===== src/logic/comparator_control_consts.vh =====
// Register map, field positions, reset values and encodings of the comparator control block
`ifndef COMPARATOR_CONTROL_CONSTS_VH
`define COMPARATOR_CONTROL_CONSTS_VH

// Register indices; byte address is four times the index
`define IDX_COMPARATOR_CONTROL     3'h0
`define IDX_INPUT_SELECT           3'h2
`define IDX_DIVIDER_REFERENCE_CODE 3'h5
`define IDX_INTERRUPT_CONTROL      3'h6
`define IDX_COMPARATOR_STATUS      3'h7

// Reset values
`define RST_COMPARATOR_CONTROL     8'h00
`define RST_INPUT_SELECT           8'h00
`define RST_DIVIDER_REFERENCE_CODE 8'hFF
`define RST_INTERRUPT_CONTROL      8'h00

// Control fields
`define BIT_STANDBY_RUN            7
`define BIT_PIN_OUTPUT_ENABLE      6
`define POS_POWER_PROFILE_HI       4
`define POS_POWER_PROFILE_LO       3
`define POS_HYSTERESIS_HI          2
`define POS_HYSTERESIS_LO          1
`define BIT_ENABLE                 0

// Input select fields
`define BIT_INVERT                 7
`define BIT_STARTUP_LEVEL          6
`define POS_PLUS_SEL_HI            5
`define POS_PLUS_SEL_LO            3
`define POS_MINUS_SEL_HI           2
`define POS_MINUS_SEL_LO           0

// Interrupt control fields
`define POS_EDGE_SEL_HI            5
`define POS_EDGE_SEL_LO            4
`define BIT_IRQ_ENABLE             0

// Status fields
`define BIT_LIVE_LEVEL             4
`define BIT_IRQ_FLAG               0

// Encodings
`define EDGE_ANY_CROSSING          2'h0
`define EDGE_FALLING               2'h2
`define EDGE_RISING                2'h3
`define PLUS_PIN_0                 3'h0
`define PLUS_PIN_3                 3'h3
`define PLUS_PIN_4                 3'h4
`define MINUS_PIN_0                3'h0
`define MINUS_PIN_2                3'h2
`define MINUS_PIN_3                3'h3
`define MINUS_DIVIDER_REF          3'h4
`define HYS_NONE                   2'h0
`define HYS_SMALL                  2'h1
`define HYS_MEDIUM                 2'h2
`define HYS_LARGE                  2'h3

// AXI responses
`define RESP_OKAY                  2'h0

`endif


===== src/logic/comparator_control_regs.v =====
// Control, conditioning and status logic around one analog voltage comparator
`timescale 1ns/1ps
`include "comparator_control_consts.vh"

module comparator_control_regs (
  input  wire        aclk,
  input  wire        aresetn,
  input  wire [4:0]  awaddr,
  input  wire        awvalid,
  output wire        awready,
  input  wire [31:0] wdata,
  input  wire [3:0]  wstrb,
  input  wire        wvalid,
  output wire        wready,
  output wire [1:0]  bresp,
  output wire        bvalid,
  input  wire        bready,
  input  wire [4:0]  araddr,
  input  wire        arvalid,
  output wire        arready,
  output wire [31:0] rdata,
  output wire [1:0]  rresp,
  output wire        rvalid,
  input  wire        rready,
  input  wire        sleep_standby,
  input  wire        sleep_powerdown,
  input  wire        compare_raw,
  input  wire        compare_ready,
  output wire        comparator_on,
  output wire [1:0]  power_profile,
  output wire [3:0]  hysteresis_level,
  output wire [2:0]  plus_pin_sel,
  output wire        minus_pin0_sel,
  output wire        minus_pin2_sel,
  output wire        minus_pin3_sel,
  output wire        minus_divider_sel,
  output wire [7:0]  divider_reference_code,
  output wire        out_pin_o,
  output wire        out_pin_oe,
  output wire        event_level,
  output wire        irq
);

  reg  [7:0]  comparator_control_reg;
  reg  [7:0]  input_select_reg;
  reg  [7:0]  divider_reference_code_reg;
  reg  [7:0]  interrupt_control_reg;
  reg         compare_irq_flag_reg;

  reg         level_sync1_reg;
  reg         level_sync2_reg;
  reg         live_compare_level_reg;

  reg         aw_have_reg;
  reg  [2:0]  aw_index_reg;
  reg         w_have_reg;
  reg  [7:0]  w_data_reg;
  reg         w_strb_reg;
  reg         bvalid_reg;
  reg         rvalid_reg;
  reg  [31:0] rdata_reg;

  wire        standby_run;
  wire        pin_output_enable;
  wire        enable_bit;
  wire        invert_bit;
  wire        startup_output_level;
  wire [2:0]  plus_input_sel;
  wire [2:0]  minus_input_sel;
  wire [1:0]  irq_edge_sel;
  wire        compare_irq_enable;

  wire        block_active;
  wire        clock_running;
  wire        conditioned_level;
  wire        rising_seen;
  wire        falling_seen;
  reg         edge_hit;

  wire        aw_take;
  wire        w_take;
  wire        write_fire;
  wire        ar_take;
  wire [2:0]  ar_index;
  wire        flag_clear;
  reg  [7:0]  read_value;

  assign standby_run          = comparator_control_reg[`BIT_STANDBY_RUN];
  assign pin_output_enable    = comparator_control_reg[`BIT_PIN_OUTPUT_ENABLE];
  assign enable_bit           = comparator_control_reg[`BIT_ENABLE];
  assign invert_bit           = input_select_reg[`BIT_INVERT];
  assign startup_output_level = input_select_reg[`BIT_STARTUP_LEVEL];
  assign plus_input_sel       = input_select_reg[`POS_PLUS_SEL_HI:`POS_PLUS_SEL_LO];
  assign minus_input_sel      = input_select_reg[`POS_MINUS_SEL_HI:`POS_MINUS_SEL_LO];
  assign irq_edge_sel         = interrupt_control_reg[`POS_EDGE_SEL_HI:`POS_EDGE_SEL_LO];
  assign compare_irq_enable   = interrupt_control_reg[`BIT_IRQ_ENABLE];

  // Comparator runs when enabled, except in power-down or halted standby
  assign block_active = enable_bit
                      & ~sleep_powerdown
                      & ~(sleep_standby & ~standby_run);

  // In standby the peripheral clock is stopped, so the synchroniser and flag setting hold; bus writes and flag clears still update
  assign clock_running = ~sleep_standby;

  assign comparator_on = block_active;
  assign power_profile = comparator_control_reg[`POS_POWER_PROFILE_HI:`POS_POWER_PROFILE_LO];

  // Hysteresis level decoded one-hot: bit0 none, bit1 small, bit2 medium, bit3 large
  assign hysteresis_level[0] = (comparator_control_reg[`POS_HYSTERESIS_HI:`POS_HYSTERESIS_LO]
                                == `HYS_NONE);
  assign hysteresis_level[1] = (comparator_control_reg[`POS_HYSTERESIS_HI:`POS_HYSTERESIS_LO]
                                == `HYS_SMALL);
  assign hysteresis_level[2] = (comparator_control_reg[`POS_HYSTERESIS_HI:`POS_HYSTERESIS_LO]
                                == `HYS_MEDIUM);
  assign hysteresis_level[3] = (comparator_control_reg[`POS_HYSTERESIS_HI:`POS_HYSTERESIS_LO]
                                == `HYS_LARGE);

  // Input multiplexer selects; reserved codes connect nothing
  assign plus_pin_sel[0]   = (plus_input_sel == `PLUS_PIN_0);
  assign plus_pin_sel[1]   = (plus_input_sel == `PLUS_PIN_3);
  assign plus_pin_sel[2]   = (plus_input_sel == `PLUS_PIN_4);
  assign minus_pin0_sel    = (minus_input_sel == `MINUS_PIN_0);
  assign minus_pin2_sel    = (minus_input_sel == `MINUS_PIN_2);
  assign minus_pin3_sel    = (minus_input_sel == `MINUS_PIN_3);
  assign minus_divider_sel = (minus_input_sel == `MINUS_DIVIDER_REF);

  assign divider_reference_code = divider_reference_code_reg;

  // Asynchronous path: start-up level until ready, then raw result xor invert
  assign conditioned_level = (block_active & compare_ready)
                           ? (compare_raw ^ invert_bit)
                           : startup_output_level;

  assign out_pin_o   = conditioned_level;
  assign out_pin_oe  = pin_output_enable & block_active;
  assign event_level = conditioned_level;

  // Synchroniser for the asynchronous level, third stage is the readable state
  always @(posedge aclk) begin
    if (!aresetn) begin
      level_sync1_reg        <= 1'b0;
      level_sync2_reg        <= 1'b0;
      live_compare_level_reg <= 1'b0;
    end else if (clock_running) begin
      level_sync1_reg        <= conditioned_level;
      level_sync2_reg        <= level_sync1_reg;
      live_compare_level_reg <= level_sync2_reg;
    end
  end

  // Synchronised value against its previous sample
  assign rising_seen  = level_sync2_reg & ~live_compare_level_reg;
  assign falling_seen = ~level_sync2_reg & live_compare_level_reg;

  always @* begin
    case (irq_edge_sel)
      `EDGE_ANY_CROSSING: edge_hit = rising_seen | falling_seen;
      `EDGE_FALLING:      edge_hit = falling_seen;
      `EDGE_RISING:       edge_hit = rising_seen;
      default:            edge_hit = 1'b0;
    endcase
  end

  // AXI4-Lite write channels are taken independently and held
  assign awready  = ~aw_have_reg & ~bvalid_reg;
  assign wready   = ~w_have_reg & ~bvalid_reg;
  assign aw_take  = awvalid & awready;
  assign w_take   = wvalid & wready;
  assign write_fire = aw_have_reg & w_have_reg & ~bvalid_reg;
  assign bvalid   = bvalid_reg;
  assign bresp    = `RESP_OKAY;

  assign flag_clear = write_fire & w_strb_reg
                    & (aw_index_reg == `IDX_COMPARATOR_STATUS)
                    & w_data_reg[`BIT_IRQ_FLAG];

  always @(posedge aclk) begin
    if (!aresetn) begin
      aw_have_reg  <= 1'b0;
      aw_index_reg <= 3'h0;
      w_have_reg   <= 1'b0;
      w_data_reg   <= 8'h00;
      w_strb_reg   <= 1'b0;
      bvalid_reg   <= 1'b0;
    end else begin
      if (aw_take) begin
        aw_have_reg  <= 1'b1;
        aw_index_reg <= awaddr[4:2];
      end
      if (w_take) begin
        w_have_reg <= 1'b1;
        w_data_reg <= wdata[7:0];
        w_strb_reg <= wstrb[0];
      end
      if (write_fire) begin
        aw_have_reg <= 1'b0;
        w_have_reg  <= 1'b0;
        bvalid_reg  <= 1'b1;
      end else if (bvalid_reg && bready) begin
        bvalid_reg <= 1'b0;
      end
    end
  end

  // Register writes; only byte lane 0 carries data
  always @(posedge aclk) begin
    if (!aresetn) begin
      comparator_control_reg     <= `RST_COMPARATOR_CONTROL;
      input_select_reg           <= `RST_INPUT_SELECT;
      divider_reference_code_reg <= `RST_DIVIDER_REFERENCE_CODE;
      interrupt_control_reg      <= `RST_INTERRUPT_CONTROL;
    end else if (write_fire && w_strb_reg) begin
      if (aw_index_reg == `IDX_COMPARATOR_CONTROL) begin
        comparator_control_reg <= w_data_reg & 8'hDF;
      end else if (aw_index_reg == `IDX_INPUT_SELECT) begin
        input_select_reg <= w_data_reg;
      end else if (aw_index_reg == `IDX_DIVIDER_REFERENCE_CODE) begin
        divider_reference_code_reg <= w_data_reg;
      end else if (aw_index_reg == `IDX_INTERRUPT_CONTROL) begin
        interrupt_control_reg <= w_data_reg & 8'h31;
      end
    end
  end

  // Flag: a new edge in the clearing cycle wins over the clear
  always @(posedge aclk) begin
    if (!aresetn) begin
      compare_irq_flag_reg <= 1'b0;
    end else if (clock_running && edge_hit) begin
      compare_irq_flag_reg <= 1'b1;
    end else if (flag_clear) begin
      compare_irq_flag_reg <= 1'b0;
    end
  end

  assign irq = compare_irq_enable & compare_irq_flag_reg;

  // AXI4-Lite read: one outstanding, data registered
  assign arready  = ~rvalid_reg;
  assign ar_take  = arvalid & arready;
  assign ar_index = araddr[4:2];
  assign rvalid   = rvalid_reg;
  assign rdata    = rdata_reg;
  assign rresp    = `RESP_OKAY;

  always @* begin
    if (ar_index == `IDX_COMPARATOR_CONTROL) begin
      read_value = comparator_control_reg;
    end else if (ar_index == `IDX_INPUT_SELECT) begin
      read_value = input_select_reg;
    end else if (ar_index == `IDX_DIVIDER_REFERENCE_CODE) begin
      read_value = divider_reference_code_reg;
    end else if (ar_index == `IDX_INTERRUPT_CONTROL) begin
      read_value = interrupt_control_reg;
    end else if (ar_index == `IDX_COMPARATOR_STATUS) begin
      read_value = 8'h00;
      read_value[`BIT_LIVE_LEVEL] = live_compare_level_reg;
      read_value[`BIT_IRQ_FLAG]   = compare_irq_flag_reg;
    end else begin
      read_value = 8'h00;
    end
  end

  always @(posedge aclk) begin
    if (!aresetn) begin
      rvalid_reg <= 1'b0;
      rdata_reg  <= 32'h00000000;
    end else if (ar_take) begin
      rvalid_reg <= 1'b1;
      rdata_reg  <= {24'h000000, read_value};
    end else if (rvalid_reg && rready) begin
      rvalid_reg <= 1'b0;
    end
  end

endmodule // comparator_control_regs


===== config.mk =====
export PLATFORM = sky130hd
export DESIGN_NAME = comparator_control_regs
export DESIGN_NICKNAME = d
export VERILOG_FILES = /design/src/logic/comparator_control_regs.v
export VERILOG_INCLUDE_DIRS = /design/src /design/src/logic
export SDC_FILE = /design/constraint.sdc
export NUM_CORES = 1
export LEC_CHECK = 0
export ABC_AREA = 1
export ABC_CLOCK_PERIOD_IN_PS = 2300
export BUFFER_PORTS_ARGS = -buffer_cell sky130_fd_sc_hd__buf_2
export CORE_ASPECT_RATIO = 0.9
export CORE_MARGIN = 2
export CORE_UTILIZATION = 50
export CTS_BUF_LIST = sky130_fd_sc_hd__clkbuf_16
export CTS_CLUSTER_SIZE = 10
export DETAILED_ROUTE_END_ITERATION = 8
export HOLD_SLACK_MARGIN = 0.05
export PLACE_DENSITY = 0.85
export SYNTH_ARGS = -nofsm -noshare
export SYNTH_HDL_FRONTEND = slang
export SYNTH_SLANG_ARGS = --single-unit

===== constraint.sdc =====
create_clock -name aclk -period 2.3 [get_ports aclk]
set_input_delay 0.23 -clock aclk [delete_from_list [all_inputs] [get_ports aclk]]
set_output_delay 0.23 -clock aclk [all_outputs]
set_load 0.05 [all_outputs]

**Word-level counts from Yosys, hierarchy flattened**

Cells that the tools add are included.

- Bitwise logic cells: 34
- Div/mod/pow operators: 0
- Multiply operators: 0
- Muxes and demuxes: 13
- Shift operators: 0
- Reduce and logical (&&, ||, !) cells: 18
- Add/sub/neg operators: 0
- Equal/unequal tests: 18
- Magnitude comparators: 0

Operators by type and width:

| cell | number |
|---|---|
| 3-bit == test, second input constant | 8 |
| 8-bit 2-to-1 mux | 3 |
| 1-bit AND | 18 |
| 3-bit by 2-bit == test with 1-bit output, second input constant | 5 |
| 1-bit inverter | 14 |
| 3-bit zero test | 4 |
| 2-bit == test, second input constant | 4 |
| 1-bit 2-to-1 mux | 7 |
| 6-bit 2-to-1 mux | 1 |
| 2-bit nonzero test | 3 |
| 5-bit 2-to-1 mux | 1 |
| 5-bit AND reduction | 1 |
| 1-bit logical AND | 4 |
| 2-bit zero test | 2 |
| 4-bit AND reduction | 1 |
| 1-bit one-hot mux with 3 select lines | 1 |
| 3-bit AND reduction | 1 |
| 2-bit by 1-bit == test with 1-bit output, second input constant | 1 |
| 2-bit AND reduction | 1 |
| 2-bit OR reduction | 1 |
| 1-bit bitwise OR | 1 |
| 1-bit bitwise XOR | 1 |

- Flip-flop bits (word level): 54
- Input port bits: 57
- Bits in latches: 0
- ROM bits: 0
- RAM bits: 0
- Memories: 0
- Output and inout port bits: 67

**Depth between registers and ports, before layout**

- Word-level depth: 7
- Depth in mapped cells: 8

**Least setup slack after synthesis**

OpenSTA, ideal clock, no wires.

- Path kind: flip-flop to output port
- Start point: register comparator_control_reg[0]
- End point: output port out_pin_o
- Required time: 2070 ps
- Arrival time: 2136 ps
- Buffers on the path: 1
- Path slack: -66 ps
- Cell stages (with the launch flop): 6
- Path through: dfxtp_1 > nand2_1 > a21oi_1 > nand3_1 > nand2_1 > buf_4

- Cells in the longest elaborated chain, start to end: 4

Ends and longest elaborated chain:

| element | RTL line | text |
|---|---|---|
| from (decl) | comparator_control_regs.v:44 | `reg [7:0] comparator_control_reg;` |
| from (signal assigned) | comparator_control_regs.v:209 | `` comparator_control_reg <= `RST_COMPARATOR_CONTROL; `` |
| from (signal assigned) | comparator_control_regs.v:215 | `comparator_control_reg <= w_data_reg & 8'hDF;` |
| 1-bit AND | comparator_control_regs.v:100 | `& ~sleep_powerdown` |
| 1-bit AND | comparator_control_regs.v:101 | `& ~(sleep_standby & ~standby_run);` |
| named net comparator_on | comparator_control_regs.v:29 | `output wire comparator_on,` |
| 1-bit AND | comparator_control_regs.v:131 | `assign conditioned_level = (block_active & compare_ready)` |
| 1-bit 2-to-1 mux | comparator_control_regs.v:132 | `? (compare_raw ^ invert_bit)` |
| to (decl) | comparator_control_regs.v:38 | `output wire out_pin_o,` |

The timed path passes the listed nets, and every way through them passes these cells.

**Final worst setup path**

- Start point: register comparator_control_reg[0]
- End point: output port out_pin_o

- Cells in the longest elaborated chain, start to end: 4

Ends and longest elaborated chain:

| element | RTL line |
|---|---|
| 1-bit AND | comparator_control_regs.v:100 |
| 1-bit AND | comparator_control_regs.v:101 |
| 1-bit AND | comparator_control_regs.v:131 |
| 1-bit 2-to-1 mux | comparator_control_regs.v:132 |

Every way passes these cells.

==> impl_metrics.toml <==
[worst_setup_path]
startpoint = "comparator_control_reg[0]"
rrSetupSlack_ns = 0.93
reg2reg_depth = 5
rr_startpoint = "aw_have_reg"
criticalPathCategory = "flop to output pin"
critical_path.endpoint_type = "output pin"
worstPathArrival_ns = 1.38
r2r-end = "divider_reference_code[7]"
startpoint_type = "flop"
critPathMaxFanout = 4
required_ns = 2.07

[global_routing]
grt_pass1_wl_um = 9232
grt_antenna_before_repair = 0
grtUsageMet3_pct = 4.579
grt_start_max_net_pins = 29
gr-usage-met1_pct = 26.91
track_usage_pct = 20.34
busiest_layer = "met2"
grt_pass1_vias = 2045
grt_use_met2_pct = 33.89
grt_overflow = 0

[worst_hold_path]
hold_class = "input pin to flop"
holdPathEnd = "w_data_reg[2]"
min_from = "wdata[2]"
hold_path_depth = 3

[clock_network]
cts_setup_buffers = 0
clk_path_buf_depth = 2
cts.clk_slew.worst_paths_ns = 0.06
ctsResizeCount = 0
htreeDepth = 2
clock_sinks = 54
cts_inserted_buffers = 5
clkLatencyLatePin_ns = 0.29
clockRootBuffer = "clkbuf_16"
ctsHoldBuffers = 0
cts_tree = "built"

[pwr]
intPower_mw = 1.450
comb_power_share_pct = 17.3
clkPwrFrac_pct = 34.1
swShare_pct = 30.79
cellLeakagePower_nw = 1.557
seqPwrFrac_pct = 48.7
p_per_area_nw_per_um2 = 692.9
vdd_drop_max_mv = 0.4365
power.switching_uw = 644.9

[placed_design]
dp_hpwl_um = 4471
routabilityCongestion = 0.8253
io_buffer_count = 64
dpl_cell_area_um2 = 2885

[run]
maxCapViolations = 0

[final_layout]
n_antenna_cell = 0
post-route-util_pct = 58.57
fin_area_um2 = 3023
drive_above_1_share_pct = 17.94
finalNetCount = 504
area.growth.synth_to_final_pct = 14.45

[logic_synthesis]
synth-warning-count = 0
ys_ff_latch = 54
yosysMostFrequentCell = "nor2_1"
yosysTopAreaCell = "dfxtp_1"
syn_area_per_cell_um2 = 6.860
synthArstFlopShare_pct = 0
ys_top_cells_by_area = "dfxtp_1 41%, nor2_1 12%, nand2_1 10%"
yosysUniqueCellTypes = 23
seq_area_frac_synth_pct = 40.93
synth_area_um2 = 2641
synth-edff-count = 0
syn_inst = 385
synth_ff_type = "dfxtp_1"
synthTopCellsByCount = "86 x nor2_1, 71 x nand2_1, 54 x dfxtp_1"
synth_top_area_share_pct = 40.93

[sta]
finalHoldViolCount = 0
tns_ns = 0
layout_min_cycle_time_ns = 1.606
setup_viol = 0
clock_skew_ns = 0.003297
timing.fmax_mhz = 622.6
slew_viol_final = 0
min_period_over_period_pct = 69.84
rsz0062_at_grt = "no"

[floorplanning]
start_util_pct = 51.18
core-area_um2 = 5161
top_level_ports = 124
dieArea_um2 = 5881
die-width_um = 80.61
rows = 25
die_h_um = 72.95

[drt]
vias = 2410
route.detailed.drc = 0
ant_nets = 0
drtIter0Drc = 169
vias_per_cell = 4.698
routedWlPerCell_um = 11.14
drtPass1Iterations = 4
drt_wl_total_um = 5715

[outcome]
status = "complete, no violations"
-- placed cells by master, fill, tap and decap left out --
master and instances:
o21ai_0 39, a21oi_1 9, nand4_1 7, nand3_4 2, buf_4 2, inv_1 39, inv_2 1, dfxtp_1 54
nand3_1 21, nor2_8 1, ha_1 2, nor2_1 86, nor2_2 1, nand2_1 71, or2_2 1, clkinv_2 1
nand2_2 1, clkinv_1 1, nor3_1 8, clkbuf_16 5, conb_1 28, buf_2 64, a21oi_2 1, o21a_1 1
-- cell type report --
class | instances | area, um^2
clock buffers | 5 | 125.1
well taps | 67 | 83.83
multi-input cells | 279 | 1239
fillers | 494 | 2138
inverters | 39 | 146.4
repair buffers | 66 | 335.3
clock inverters | 3 | 12.51
flip-flops and latches | 54 | 1081
-- per-stage QoR --
step                hold WS, ns  setup WS [ns]  cells  total power [mW]
global placement         0.4658         0.9664    505             1.393
global route             0.2143         0.6065    513             2.183
detailed placement       0.4677         0.9354    505             1.401
CTS                      0.1926         0.6843    513             2.101
finish                   0.1890         0.6938    513             2.094
floorplan                0.3241         0.3031    412             1.361
-- power groups by stage --
stage / clock network, mW / logic, mW / registers (mW)
detailed placement: 0 / 0.360 / 1.04
floorplan: 0 / 0.288 / 1.07
finish: 0.714 / 0.361 / 1.02
global route: 0.760 / 0.397 / 1.03
global placement: 0 / 0.355 / 1.04
CTS: 0.719 / 0.362 / 1.02
-- logic make-up after synthesis --
kind of cell | synth area share (%)
flops | 40.93
simple gates | 32.26
other cells | 0.1420
buf+inv | 16.15
fa+ha+maj | 0.9473
compound gates | 9.569
-- layer usage --
| layer | up-vias | part of all wire (%) |
|---|---|---|
| li1 | 1273 | - |
| met1 | 1049 | 47 |
| met2 | 83 | 45 |
| met3 | 5 | 6.7 |
| met4 | 0 | 0.73 |
| met5 | - | 0 |
-- worst max-delay path by stage --
stage / endpoint / slack, ns / cells after the start
5_1_grt: event_level / 0.61 / 5
2_1_floorplan: out_pin_o / 0.30 / 5
4_1_cts: event_level / 0.68 / 5
6_report: out_pin_o / 0.69 / 5
3_3_place_gp: divider_reference_code[0] / 0.97 / 5
3_5_place_dp: divider_reference_code[7] / 0.94 / 5
-- worst max-delay path, stage by stage (launching register included) --
cell	delay, ns
dfxtp_1	0.38
nand2_1	0.08
a21oi_2	0.15
nand3_1	0.12
nand2_1	0.10
buf_2	0.26
(Power assumes the default switching activity.)
